==> config.mk <==
export PLATFORM = sky130hd
export DESIGN_NAME = spdif_transmit_regs
export DESIGN_NICKNAME = d
export VERILOG_FILES = /design/src/rtl/spdif_tx_pkg.sv /design/src/rtl/spdif_transmit_regs.sv
export SDC_FILE = /design/constraint.sdc
export NUM_CORES = 1
export LEC_CHECK = 0
export BUFFER_PORTS_ARGS = -buffer_cell sky130_fd_sc_hd__buf_4
export CAP_MARGIN = 40
export CORE_UTILIZATION = 62
export CTS_CLUSTER_DIAMETER = 30
export DETAILED_ROUTE_END_ITERATION = 10
export PLACE_DENSITY_LB_ADDON = 0.12
export SYNTH_ARGS = -nofsm -noshare
export SYNTH_HDL_FRONTEND = slang
export SYNTH_SLANG_ARGS = --single-unit
==> constraint.sdc <==
create_clock -name pclk -period 7.8 [get_ports pclk]
set_clock_uncertainty 0.2 [all_clocks]
set_input_delay 0.78 -clock pclk [delete_from_list [all_inputs] [get_ports pclk]]
set_output_delay 0.78 -clock pclk [all_outputs]
set_load 0.02 [all_outputs]
==> src/rtl/spdif_tx_pkg.sv <==
// constants, register map and field layouts of the s/pdif transmitter registers
// assumes an apb master with 32-bit data and word addressing of each register
package spdif_tx_pkg;

	// ------------------------------------------------------------
	// register map: printed offsets are indices, byte address = 4 x index
	// ------------------------------------------------------------
	localparam int            ADDR_W               = 18;
	localparam logic [15:0]   IDX_LEFT_LOW         = 16'hfd02;
	localparam logic [15:0]   IDX_LEFT_HIGH        = 16'hfd03;
	localparam logic [15:0]   IDX_RIGHT_LOW        = 16'hfd04;
	localparam logic [15:0]   IDX_RIGHT_HIGH       = 16'hfd05;
	localparam logic [15:0]   IDX_CS_WORD0         = 16'hfd08;
	localparam logic [15:0]   IDX_CS_WORD1         = 16'hfd09;
	localparam logic [15:0]   IDX_CS_WORD2         = 16'hfd0a;
	localparam logic [15:0]   IDX_TX_CONFIG        = 16'hfd0b;

	// ------------------------------------------------------------
	// reset values
	// ------------------------------------------------------------
	localparam logic [15:0]   RST_CS_WORD          = 16'h0000;
	localparam logic [15:0]   RST_TX_CONFIG        = 16'h0040;
	localparam logic [23:0]   RST_SAMPLE           = 24'h000000;

	// ------------------------------------------------------------
	// field positions
	// ------------------------------------------------------------
	localparam int            CS1_TOP_LSB          = 14;
	localparam logic [1:0]    CS1_TOP_VALUE        = 2'h0;
	localparam int            CS2_NEW_WORD_BIT     = 13;
	localparam logic [15:0]   CS2_WRITE_MASK       = 16'h1fff;
	localparam int            CS_STATUS_BITS       = 40;

	// ------------------------------------------------------------
	// line timing: 64 half-cells per subframe, 192 frames per block
	// ------------------------------------------------------------
	localparam logic [5:0]    HALF_LAST            = 6'h3f;
	localparam logic [4:0]    SLOT_FIRST_DATA      = 5'h04;
	localparam logic [4:0]    SLOT_PARITY          = 5'h1f;
	localparam logic [7:0]    FRAME_LAST           = 8'hbf;
	localparam logic [7:0]    PRE_BLOCK            = 8'he8;
	localparam logic [7:0]    PRE_LEFT             = 8'he2;
	localparam logic [7:0]    PRE_RIGHT            = 8'he4;

	typedef struct packed {
		logic [13:0] tx_clock_divider;
		logic        tx_interrupt_enable;
		logic        send_words_flag;
	} tx_config_t;

	typedef struct packed {
		logic [1:0] unused;
		logic       new_word_request;
		logic       transmit_enable;
		logic       right_user_bit;
		logic       right_validity_bit;
		logic       left_user_bit;
		logic       left_validity_bit;
		logic [3:0] original_rate_code;
		logic [2:0] word_length_code;
		logic       max_word_length_flag;
	} chan_status2_t;

endpackage : spdif_tx_pkg

==> src/rtl/spdif_transmit_regs.sv <==
// apb register block and biphase-mark line generator of the s/pdif transmitter
// assumes pclk at 125 mhz, one clock domain and a receiver on spdif_out_r
//
// The APB slave port was left to the implementer.
module spdif_transmit_regs
	import spdif_tx_pkg::*;
(
	input  wire logic              pclk,
	input  wire logic              presetn,
	input  wire logic              psel,
	input  wire logic              penable,
	input  wire logic              pwrite,
	input  wire logic [ADDR_W-1:0] paddr,
	input  wire logic [31:0]       pwdata,
	output logic      [31:0]       prdata,
	output logic                   pready,
	output logic                   pslverr,
	output logic                   spdif_out_r,
	output logic                   tx_irq_r
);

	// ------------------------------------------------------------
	// register state
	// ------------------------------------------------------------
	logic [7:0]     left_low_r;
	logic [15:0]    left_high_r;
	logic [7:0]     right_low_r;
	logic [15:0]    right_high_r;
	logic [15:0]    cs_word0_r;
	logic [15:0]    cs_word1_r;
	chan_status2_t  cs_word2_r;
	tx_config_t     config_r;
	logic           new_word_r;

	// line state
	logic [13:0]    div_cnt_r;
	logic [5:0]     half_r;
	logic           sub_r;
	logic [7:0]     frame_r;
	logic           pre_lvl_r;
	logic [23:0]    hold_left_r;
	logic [23:0]    hold_right_r;

	logic           access;
	logic           wr_en;
	logic           tick;
	logic           capture;
	logic [4:0]     slot;
	logic [CS_STATUS_BITS-1:0] cs_vec;
	logic           cs_bit;
	logic [26:0]    sub_word;
	logic           data_bit;
	logic [7:0]     pre_pat;
	logic           pre_lvl;
	logic           line_nxt;

	// matches a byte address against a register index
	function automatic logic hit(input logic [ADDR_W-1:0] a, input logic [15:0] idx);
		hit = (a[ADDR_W-1:2] == idx);
	endfunction : hit

	function automatic logic mapped(input logic [ADDR_W-1:0] a);
		mapped = hit(a, IDX_LEFT_LOW) | hit(a, IDX_LEFT_HIGH) | hit(a, IDX_RIGHT_LOW)
			| hit(a, IDX_RIGHT_HIGH) | hit(a, IDX_CS_WORD0) | hit(a, IDX_CS_WORD1)
			| hit(a, IDX_CS_WORD2) | hit(a, IDX_TX_CONFIG);
	endfunction : mapped

	// ------------------------------------------------------------
	// apb slave: one wait state, answer registered
	// ------------------------------------------------------------
	assign access = psel & penable & ~pready;
	assign wr_en  = psel & penable & pready & pwrite & ~pslverr;

	always_ff @(posedge pclk or negedge presetn)
	begin
		if (!presetn)
		begin
			pready  <= 1'b0;
			pslverr <= 1'b0;
		end
		else
		begin
			pready  <= access;
			pslverr <= access & ~mapped(paddr);
		end
	end

	// write-only sample registers read back as zero
	always_ff @(posedge pclk or negedge presetn)
	begin
		if (!presetn)
			prdata <= 32'h00000000;
		else if (access & ~pwrite)
		begin
			if (hit(paddr, IDX_CS_WORD0))
				prdata <= {16'h0000, cs_word0_r};
			else if (hit(paddr, IDX_CS_WORD1))
				prdata <= {16'h0000, cs_word1_r};
			else if (hit(paddr, IDX_CS_WORD2))
				prdata <= {16'h0000, cs_word2_r};
			else if (hit(paddr, IDX_TX_CONFIG))
				prdata <= {16'h0000, config_r};
			else
				prdata <= 32'h00000000;
		end
	end

	// ------------------------------------------------------------
	// sample registers
	// ------------------------------------------------------------
	// split sample words
	always_ff @(posedge pclk or negedge presetn)
	begin
		if (!presetn)
		begin
			left_low_r   <= RST_SAMPLE[7:0];
			left_high_r  <= RST_SAMPLE[23:8];
			right_low_r  <= RST_SAMPLE[7:0];
			right_high_r <= RST_SAMPLE[23:8];
		end
		else if (wr_en)
		begin
			if (hit(paddr, IDX_LEFT_LOW))
				left_low_r <= pwdata[7:0];
			if (hit(paddr, IDX_LEFT_HIGH))
				left_high_r <= pwdata[15:0];
			if (hit(paddr, IDX_RIGHT_LOW))
				right_low_r <= pwdata[7:0];
			if (hit(paddr, IDX_RIGHT_HIGH))
				right_high_r <= pwdata[15:0];
		end
	end

	// ------------------------------------------------------------
	// channel status and configuration
	// ------------------------------------------------------------
	// word0 fields
	always_ff @(posedge pclk or negedge presetn)
	begin
		if (!presetn)
			cs_word0_r <= RST_CS_WORD;
		else if (wr_en & hit(paddr, IDX_CS_WORD0))
			cs_word0_r <= pwdata[15:0];
	end

	// top two bits held at zero
	always_ff @(posedge pclk or negedge presetn)
	begin
		if (!presetn)
			cs_word1_r <= RST_CS_WORD;
		else if (wr_en & hit(paddr, IDX_CS_WORD1))
			cs_word1_r <= {CS1_TOP_VALUE, pwdata[CS1_TOP_LSB-1:0]};
	end

	always_ff @(posedge pclk or negedge presetn)
	begin
		if (!presetn)
			cs_word2_r <= chan_status2_t'(RST_CS_WORD);
		else if (wr_en & hit(paddr, IDX_CS_WORD2))
			// read-only request bit must not drop during a software write
			cs_word2_r <= chan_status2_t'((pwdata[15:0] & CS2_WRITE_MASK)
				| {2'b00, new_word_r, 13'h0000});
		else
			cs_word2_r.new_word_request <= new_word_r;
	end

	always_ff @(posedge pclk or negedge presetn)
	begin
		if (!presetn)
			config_r <= tx_config_t'(RST_TX_CONFIG);
		else if (wr_en & hit(paddr, IDX_TX_CONFIG))
			config_r <= tx_config_t'(pwdata[15:0]);
	end

	// set wins over clear by left high write
	always_ff @(posedge pclk or negedge presetn)
	begin
		if (!presetn)
			new_word_r <= 1'b0;
		else if (capture)
			new_word_r <= 1'b1;
		else if (wr_en & hit(paddr, IDX_LEFT_HIGH))
			new_word_r <= 1'b0;
	end

	always_ff @(posedge pclk or negedge presetn)
	begin
		if (!presetn)
			tx_irq_r <= 1'b0;
		else
			tx_irq_r <= new_word_r & config_r.tx_interrupt_enable;
	end

	// ------------------------------------------------------------
	// half-cell clock divider
	// ------------------------------------------------------------
	// divider ticks, zero stalls the line
	assign tick = cs_word2_r.transmit_enable && (config_r.tx_clock_divider != 14'h0000)
		&& (div_cnt_r >= config_r.tx_clock_divider - 14'h0001);

	always_ff @(posedge pclk or negedge presetn)
	begin
		if (!presetn)
			div_cnt_r <= 14'h0000;
		else if (!cs_word2_r.transmit_enable || tick)
			div_cnt_r <= 14'h0000;
		else
			div_cnt_r <= div_cnt_r + 14'h0001;
	end

	// ------------------------------------------------------------
	// frame position counters
	// ------------------------------------------------------------
	assign capture = tick & sub_r & (half_r == HALF_LAST);

	always_ff @(posedge pclk or negedge presetn)
	begin
		if (!presetn)
		begin
			half_r  <= 6'h00;
			sub_r   <= 1'b0;
			frame_r <= 8'h00;
		end
		else if (!cs_word2_r.transmit_enable)
		begin
			half_r  <= 6'h00;
			sub_r   <= 1'b0;
			frame_r <= 8'h00;
		end
		else if (tick)
		begin
			half_r <= half_r + 6'h01;
			if (half_r == HALF_LAST)
			begin
				sub_r <= ~sub_r;
				if (sub_r)
					frame_r <= (frame_r == FRAME_LAST) ? 8'h00 : frame_r + 8'h01;
			end
		end
	end

	// hold samples for the whole next frame
	// zero payload when send flag clear
	always_ff @(posedge pclk or negedge presetn)
	begin
		if (!presetn)
		begin
			hold_left_r  <= RST_SAMPLE;
			hold_right_r <= RST_SAMPLE;
		end
		else if (!cs_word2_r.transmit_enable)
		begin
			hold_left_r  <= RST_SAMPLE;
			hold_right_r <= RST_SAMPLE;
		end
		else if (capture)
		begin
			hold_left_r  <= config_r.send_words_flag ? {left_high_r, left_low_r} : RST_SAMPLE;
			hold_right_r <= config_r.send_words_flag ? {right_high_r, right_low_r} : RST_SAMPLE;
		end
	end

	// ------------------------------------------------------------
	// subframe assembly and biphase-mark coder
	// ------------------------------------------------------------
	// shared status vector
	assign cs_vec  = {cs_word2_r.original_rate_code, cs_word2_r.word_length_code,
		cs_word2_r.max_word_length_flag, cs_word1_r, cs_word0_r};
	assign cs_bit  = (frame_r < 8'(CS_STATUS_BITS)) ? cs_vec[frame_r[5:0]] : 1'b0;
	assign slot    = half_r[5:1];

	assign sub_word = sub_r
		? {cs_bit, cs_word2_r.right_user_bit, cs_word2_r.right_validity_bit, hold_right_r}
		: {cs_bit, cs_word2_r.left_user_bit, cs_word2_r.left_validity_bit, hold_left_r};

	// even parity over the data slots
	always_comb
	begin
		if (slot == SLOT_PARITY)
			data_bit = ^sub_word;
		else if (slot >= SLOT_FIRST_DATA)
			data_bit = sub_word[slot - SLOT_FIRST_DATA];
		else
			data_bit = 1'b0;
	end

	always_comb
	begin
		if (sub_r)
			pre_pat = PRE_RIGHT;
		else if (frame_r == 8'h00)
			pre_pat = PRE_BLOCK;
		else
			pre_pat = PRE_LEFT;
	end

	// preamble polarity follows the level left by the previous subframe
	assign pre_lvl = (half_r == 6'h00) ? spdif_out_r : pre_lvl_r;

	always_comb
	begin
		if (slot < SLOT_FIRST_DATA)
			line_nxt = pre_pat[3'd7 - half_r[2:0]] ^ pre_lvl;
		else if (!half_r[0])
			line_nxt = ~spdif_out_r;
		else
			line_nxt = data_bit ? ~spdif_out_r : spdif_out_r;
	end

	always_ff @(posedge pclk or negedge presetn)
	begin
		if (!presetn)
		begin
			spdif_out_r <= 1'b0;
			pre_lvl_r   <= 1'b0;
		end
		else if (!cs_word2_r.transmit_enable)
		begin
			spdif_out_r <= 1'b0;
			pre_lvl_r   <= 1'b0;
		end
		else if (tick)
		begin
			spdif_out_r <= line_nxt;
			if (half_r == 6'h00)
				pre_lvl_r <= spdif_out_r;
		end
	end
endmodule : spdif_transmit_regs

==> Implementation_results.wiki, run 1 <==
{| class="wikitable"
! Metric !! Value
|-
| Result of the run || completed
|-
| Clock Root Buffer || clkbuf_16
|-
| Post-Synthesis Cells || between 800 and 900
|-
| Highest cell delay on the worst timing path || ~0.64 ns
|-
| Leading register cell type out of synthesis || dfrtp_1
|-
| Critical Path Start Type || flip-flop
|-
| Leak || 6.08 nW
|-
| Detailed-router iteration count before antenna repair || 4
|-
| Number of nets in the finished design || 989
|-
| Required time at the worst-slack endpoint || ~8.0 ns
|-
| Die area || ~17000 um^2
|-
| Residual DRC count || 0
|-
| Max frequency || 221 MHz
|-
| All-layer global routing usage || between 30% and 40%
|-
| Library cells used by synthesis || 55
|-
| Share of the clock period used by the worst path after layout || about three fifths
|-
| Count of flip-flops with a built-in enable after synthesis || 0
|-
| Initial core utilization || between 60% and 70%
|-
| CTS Hold Bufs || 0
|-
| Routed vias || just over 7000
|-
| Post-detailed-route wirelength per cell || ~22 um
|-
| Worst slack on hold paths || between 0.015 and 0.02 ns
|-
| Setup slack at placement || between 3 and 4 ns
|-
| Class of the tightest hold or removal check || in2async
|-
| Share of cells above drive strength 1 || ~31%
|-
| Site Rows || 47
|-
| Number of max-slew violations in the final report || 0
|-
| Most common cell after layout, fill and taps aside || dfrtp_1
|-
| First-iteration detailed-routing DRC count || between 500 and 600
|-
| Tmin final || 4.53 ns
|-
| Clk Latency, worst-skew pair || between 0.5 and 0.6 ns
|-
| Antenna violation net count after detailed routing || 0
|-
| Fraction of registers with async set or reset after synthesis || 100%
|-
| Final Hold Vio Count || 0
|-
| Netlist Area Pre-Place || roughly 10000 um^2
|-
| Max-cap violations || 0
|-
| Initial antenna violation count || 0
|-
| Cell Chain, Critical Path || nor3_1 > nand2_1 > nor2_1 > xnor2_1 > ha_1 > a211oi_1 > nand2_1 > a2111oi_0 > o211ai_1 > a31oi_4 > buf_4 > nor3_1 > xnor2_1 > nor2_1
|-
| Width of the chip || around 130 um
|-
| Maximum number of pins on one net before global-route repair || 78
|-
| Worst relative slew slack || between 30% and 40%
|-
| Sequential share of the synthesized area || between 40 and 50%
|-
| Gates resized, CTS repair || 0
|-
| I/O pin count || a little over 90
|-
| Most frequent cells in the layout || dfrtp_1 (206), mux2_2 (105), nand2_1 (68), buf_4 (62)
|-
| Warnings from Yosys || 0
|-
| First-pass GRT wire length || roughly 41000 um
|-
| Clock transition at the registers of the reported paths || around 0.050 ns
|-
| Minimum setup slack in the final design || between 3 and 4 ns
|-
| Max VDD drop || 0.257 mV
|-
| Top post-synthesis cells by area || dfrtp_1 (49%), mux2_2 (11%), mux4_2 (6.9%)
|-
| Signed area change from the synthesized netlist to the final layout || 20.8%
|-
| Buffers from clock root to sink, at most || 3
|-
| Maximum fanout along the worst path || just over 50
|-
| Final TNS setup || 0 ns
|-
| Worst R2R Setup Slack || approximately 3.3 ns
|-
| CTS tree || done
|-
| Setup crit end kind || flip-flop
|-
| Die height || ~130 um
|-
| Count of endpoints failing setup in the final report || 0
|-
| Critical path arrival || approximately 4.7 ns
|-
| Post-CTS repair timing setup buffer count || 0
|-
| Master of the slowest instance on the critical path || nor3_1
|-
| Vias in the first global route || 7637
|-
| Fraction of post-synthesis cell area in the top cell type by area || between 40% and 50%
|-
| Count of H-tree levels built during CTS || 2
|-
| Flip-flop and latch count after synthesis || slightly above 200
|-
| Global placer's final weighted congestion || about 0.87
|-
| Number of vias per cell after detailed routing || approximately 6
|-
| Diode insertion count for antenna repair || 0
|-
| Type of the worst setup path || reg2reg
|-
| Total half-perimeter wirelength after legalization and detailed placement || about 17000 um
|-
| Total Power || ~3.4 mW
|-
| Biggest area consumer among synthesized cells || dfrtp_1
|-
| Per-instance average area after synthesis || around 12 um^2
|-
| Clock net sink count || between 200 and 250
|-
| Total congestion overflow || 0
|-
| Buffers added on ports || 56
|-
| Core region area || between 15000 and 20000 um^2
|-
| Clock buffer count from CTS || 42
|-
| RSZ-0062 raised after global routing || false
|-
| Pwr dens || around 270 nW/um^2
|-
| Slew at the pin closest to its max-slew limit || ~0.97 ns
|-
| Detailed Route WL || ~25000 um
|}
-- worst paths after layout --
check,from,endpoint,depth (start not counted)
worst max-delay path,config_r[4]$_DFFE_PN0P_,frame_r[5]$_DFFE_PN0P_,14
worst min-delay path,presetn,hold_right_r[19]$_DFFE_PN0P_,1
worst max register to register,config_r[4]$_DFFE_PN0P_,frame_r[5]$_DFFE_PN0P_,14
worst min register to register,new_word_r$_DFFE_PN0P_,cs_word2_r[13]$_DFF_PN0_,0
max in group asynchronous,presetn,config_r[6]$_DFFE_PN1P_,3
min in group pclk,new_word_r$_DFFE_PN0P_,cs_word2_r[13]$_DFF_PN0_,0
-- critical path, delay by kind of cell, from the launching register on --
family	cells	cell delay, ns
and+or+nand+nor	6	1.38
AOI/OAI and AO/OA	4	1.16
DFF	1	0.49
buffers and inverters	1	0.49
xor gates and xnor gates	2	0.37
adders and majority gates	1	0.29
-- registers in the layout (all words and copies together), names as in the netlist, 6 cells and up --
signal	cells
config_r	16
cs_vec	8
cs_word0_r	16
cs_word1_r	14
cs_word2_r	6
div_cnt_r	14
frame_r	8
half_r	6
hold_left_r	24
hold_right_r	24
left_high_r	16
left_low_r	8
prdata	16
right_high_r	16
right_low_r	8
-- through the flow --
| stage | utilization [%] | area (um^2) | cells |
|---|---|---|---|
| floorplan | - | 10500 | 855 |
| global placement | 66.5 | 11000 | 1081 |
| detailed placement | 67.2 | 11100 | 1087 |
| CTS | 76.5 | 12600 | 1165 |
| global route | 76.5 | 12600 | 1165 |
| finish | 76.5 | 12600 | 1165 |
-- cells by family (layout without fill, tap and decap cells) --
group,Yosys count,count (layout),synth area share [%]
XOR/XNOR,74,74,6.32
adder cells (fa/ha/maj),23,23,2.75
AO/OA/AOI/OAI,108,108,7.73
flip-flops,207,207,49.5
multiplexers,159,159,21.4
other,1,16,0.0358
buffers and inverters,75,165,3.68
AND/OR/NAND/NOR,193,193,8.63
-- cell type report --
class | instances | area (um^2)
flip-flops and latches | 207 | 5180
repair buffers | 69 | 591
well taps | 220 | 275
fillers | 1036 | 3880
clock inverters | 31 | 440
multi-input cells | 573 | 4980
clock buffers | 47 | 1110
inverters | 18 | 67.6
-- layer usage --
metal | up-vias | global-route usage [%] | share of wire, % | routed length (um)
li1 | 3185 | - | - | -
met1 | 3637 | 39.4 | 40 | 10200
met2 | 270 | 51.9 | 51 | 13000
met3 | 76 | 5.65 | 5.6 | 1420
met4 | 0 | 12.9 | 3.3 | 828
met5 | - | 0 | 0 | 0
-- report_power, final --
part,leakage (nW),switching (mW),internal [mW]
Combinational,2.49,0.199,0.133
Sequential,2.84,0.0697,1.11
Clock,0.745,0.629,1.31
-- synth_stat cells (all sizes together) (4+ instances only) --
library cell  instances
xor2                 36
ha                   23
buf                  28
o21ai                23
nor3                 12
dfrtp               206
nand3                19
nor4b                 4
o211ai                5
a22o                 48
nor2b                 4
nor2                 49
mux2                105
mux2i                15
a21oi                 8
nand2                68
a22oi                 4
clkbuf               29
inv                  17
nand4                 8
nor4                  7
mux4                 39
xnor2                37
Power figures use the tool's default switching activity.
==> inputs of run 2 (changes only) <==
--- a/config.mk
+++ b/config.mk
@@ -7,7 +7,7 @@
 export LEC_CHECK = 0
 export BUFFER_PORTS_ARGS = -buffer_cell sky130_fd_sc_hd__buf_4
 export CAP_MARGIN = 40
-export CORE_UTILIZATION = 62
+export CORE_UTILIZATION = 60
 export CTS_CLUSTER_DIAMETER = 30
 export DETAILED_ROUTE_END_ITERATION = 10
 export PLACE_DENSITY_LB_ADDON = 0.12
==> constraint.sdc (replaced) <==
create_clock -name pclk -period 4.6 [get_ports pclk]
set_clock_uncertainty 0.2 [all_clocks]
set_input_delay 0.46 -clock pclk [delete_from_list [all_inputs] [get_ports pclk]]
set_output_delay 0.46 -clock pclk [all_outputs]
set_load 0.02 [all_outputs]
==> Implementation_results.wiki, run 2 (synthesized netlist as in run 1, its figures left out) <==
{| class="wikitable"
! Metric !! Value
|-
| First-pass GRT wire length || 40000 um (-2.8%)
|-
| Max frequency || 236 MHz (+7.0%)
|-
| Worst relative slew slack || 39.0% (+3.5 points)
|-
| I/O pin count || 91 (unchanged)
|-
| Clock transition at the registers of the reported paths || 0.05 ns (about the same)
|-
| Clock net sink count || 207 (unchanged)
|-
| Clk Latency, worst-skew pair || 0.52 ns (about the same)
|-
| Required time at the worst-slack endpoint || 4.79 ns (-3.22 ns)
|-
| Clock Root Buffer || clkbuf_16
|-
| Signed area change from the synthesized netlist to the final layout || 20.5%
|-
| Max-cap violations || 0 (unchanged)
|-
| Setup crit end kind || flip-flop
|-
| Die height || 134 um (+1.6%)
|-
| Share of the clock period used by the worst path after layout || 92.0% (+34 points)
|-
| First-iteration detailed-routing DRC count || 479 (-7.4%)
|-
| Critical Path Start Type || flip-flop
|-
| Clock buffer count from CTS || 41 (-2.4%)
|-
| Critical path arrival || 4.42 ns (-0.32 ns)
|-
| Switching power as a share of total power || 25.5% (-0.59 points)
|-
| Antenna violation net count after detailed routing || 0 (unchanged)
|-
| CTS tree || done
|-
| Result of the run || completed
|-
| Final design instance area without fill || 12600 um^2 (-0.24%)
|-
| Total congestion overflow || 0 (unchanged)
|-
| Total Power || 5.68 mW (+65%)
|-
| Number of filler cells placed in the layout || 1081 (+4.3%)
|-
| Share of cells above drive strength 1 || 30.7% (about the same)
|-
| Biggest regs || hold_left_r: 24 flops, hold_right_r: 24 flops
|-
| Global placer's final weighted congestion || 0.844 (-3.5%)
|-
| Leak || 6.07 nW (-0.26%)
|-
| Total half-perimeter wirelength after legalization and detailed placement || 16600 um (-0.26%)
|-
| RSZ-0062 raised after global routing || false
|-
| All-layer global routing usage || 29.0% (-1.8 points)
|-
| Initial core utilization || 62.3% (-1.1 points)
|-
| Number of vias per cell after detailed routing || 6.13 (-0.31%)
|-
| Post-detailed-route wirelength per cell || 20.9 um (-4.3%)
|-
| Diode insertion count for antenna repair || 0 (unchanged)
|-
| Final TNS setup || 0 ns (unchanged)
|-
| Final Hold Vio Count || 0 (unchanged)
|-
| Width of the chip || 134 um (+1.6%)
|-
| Most common cell after layout, fill and taps aside || dfrtp_1
|-
| Buffers added on ports || 56 (unchanged)
|-
| Type of the worst setup path || reg2reg
|-
| Placed Instance Area || 11100 um^2 (+0.18%)
|-
| Switch Pwr || 1.45 mW (+61%)
|-
| Worst-case reg-to-reg path depth || 14 (unchanged)
|-
| Count of endpoints failing setup in the final report || 0 (unchanged)
|-
| Routed vias || 7170 (+0.028%)
|-
| Initial antenna violation count || 0 (unchanged)
|-
| Die area || 18000 um^2 (+3.3%)
|-
| Buffers from clock root to sink, at most || 3 (unchanged)
|-
| Class of the tightest hold or removal check || in2reg
|-
| Tmin final || 4.23 ns (-0.295 ns)
|-
| Maximum number of pins on one net before global-route repair || 136 (+74%)
|-
| Part of the power in registers || 35.0% (+0.9 points)
|-
| Count of H-tree levels built during CTS || 2 (unchanged)
|-
| Slew at the pin closest to its max-slew limit || 0.915 ns (-0.0527 ns)
|-
| Maximum fanout along the worst path || 48 (-5.9%)
|-
| Number of max-slew violations in the final report || 0 (unchanged)
|-
| Residual DRC count || 0 (unchanged)
|-
| Relative contribution of combinational cells to total power || 10.1% (+0.5 points)
|-
| Core region area || 16800 um^2 (+1.8%)
|-
| Site Rows || 47 (unchanged)
|-
| Clock Power Share || 54.9% (-1.3 points)
|-
| Detailed Route WL || 24400 um (-4.0%)
|-
| Internal power || 4.23 mW (+66%)
|-
| Number of nets in the finished design || 994 (+0.51%)
|-
| Pwr dens || 450 nW/um^2 (+66%)
|-
| Hold Path Depth || 2
|-
| Most frequent cells in the layout || dfrtp_1 (206), mux2_2 (105), buf_4 (68), nand2_1 (67)
|-
| Vias in the first global route || 7534 (-1.3%)
|-
| Max VDD drop || 0.412 mV (+60%)
|-
| Detailed-router iteration count before antenna repair || 5 (+1)
|}
[run 2: path summary, 6_finish.rpt]
check                                                to                      from  slack, ns
setup / recovery           hold_right_r[20]$_DFFE_PN0P_  config_r[11]$_DFFE_PN0P_       0.37
hold / removal               cs_word0_r[14]$_DFFE_PN0P_                pwdata[14]       0.03
setup reg to reg           hold_right_r[20]$_DFFE_PN0P_  config_r[11]$_DFFE_PN0P_       0.37
hold reg to reg                cs_word2_r[13]$_DFF_PN0_    new_word_r$_DFFE_PN0P_       0.26
max in group asynchronous     cs_word1_r[3]$_DFFE_PN0P_                   presetn       2.79
min in group asynchronous  hold_right_r[18]$_DFFE_PN0P_                   presetn       0.32
[run 2: through the flow]
step	setup WS (ns)	std cells	util, %	hold WS [ns]
2_1_floorplan	0.899	855	-	-0.0356
3_5_place_dp	0.278	1091	66.1	0.246
4_1_cts	0.269	1168	75.0	0.0176
3_3_place_gp	0.461	1088	65.8	0.242
6_report	0.367	1169	75.0	0.0253
5_1_grt	0.0499	1169	75.0	0.0252
[run 2: what timing repair did]
| item | 4_1_cts | 5_1_grt |
|---|---|---|
| resized for setup | 0 | 1 |
| endpoints found under the hold margin | 72 | 0 |
| buffers inserted | 0 | 1 |
| setup endpoints to repair | 0 | 55 |
| hold buffers | 1 | 0 |
[run 2: power by group through the flow]
stage          Combinational, mW  Sequential [mW]  Clock [mW]
2_1_floorplan              0.441             1.95           0
3_3_place_gp               0.505             2.03           0
3_5_place_dp               0.558             2.01           0
4_1_cts                    0.562             1.99        3.15
5_1_grt                    0.640             2.00        3.24
6_report                   0.573             1.99        3.12
[run 2: metal layers]
metal | up-vias | track usage, % | part of all wire [%]
met4 | 0 | 10.6 | 2.8
met3 | 55 | 6.05 | 5.6
met5 | - | 0 | 0
met1 | 3667 | 38.3 | 42
li1 | 3199 | - | -
met2 | 249 | 47.5 | 49
[run 2: cell type report]
| cell class | count | area, um^2 | share of cell area (%) |
|---|---|---|---|
| Clock inverter | 22 | 315 | 2.50 |
| Multi-Input combinational cell | 573 | 4980 | 39.5 |
| Sequential cell | 207 | 5180 | 41.1 |
| Clock buffer | 54 | 1160 | 9.23 |
| Tap cell | 220 | 275 | 2.18 |
| Timing Repair Buffer | 75 | 628 | 4.98 |
| Inverter | 18 | 67.6 | 0.536 |
[run 2: critical path: stages, from the launching register on]
cell and delay [ns]:
dfrtp_1 0.44, or4_1 0.56, or2_2 0.31, nor2_1 0.14, xnor2_1 0.15, ha_1 0.27, a211oi_1 0.23, nand2_1 0.12
a2111oi_0 0.48, o211ai_1 0.18, buf_4 0.19, nand3_1 0.21, nor2_2 0.08, buf_4 0.28, a22o_1 0.25
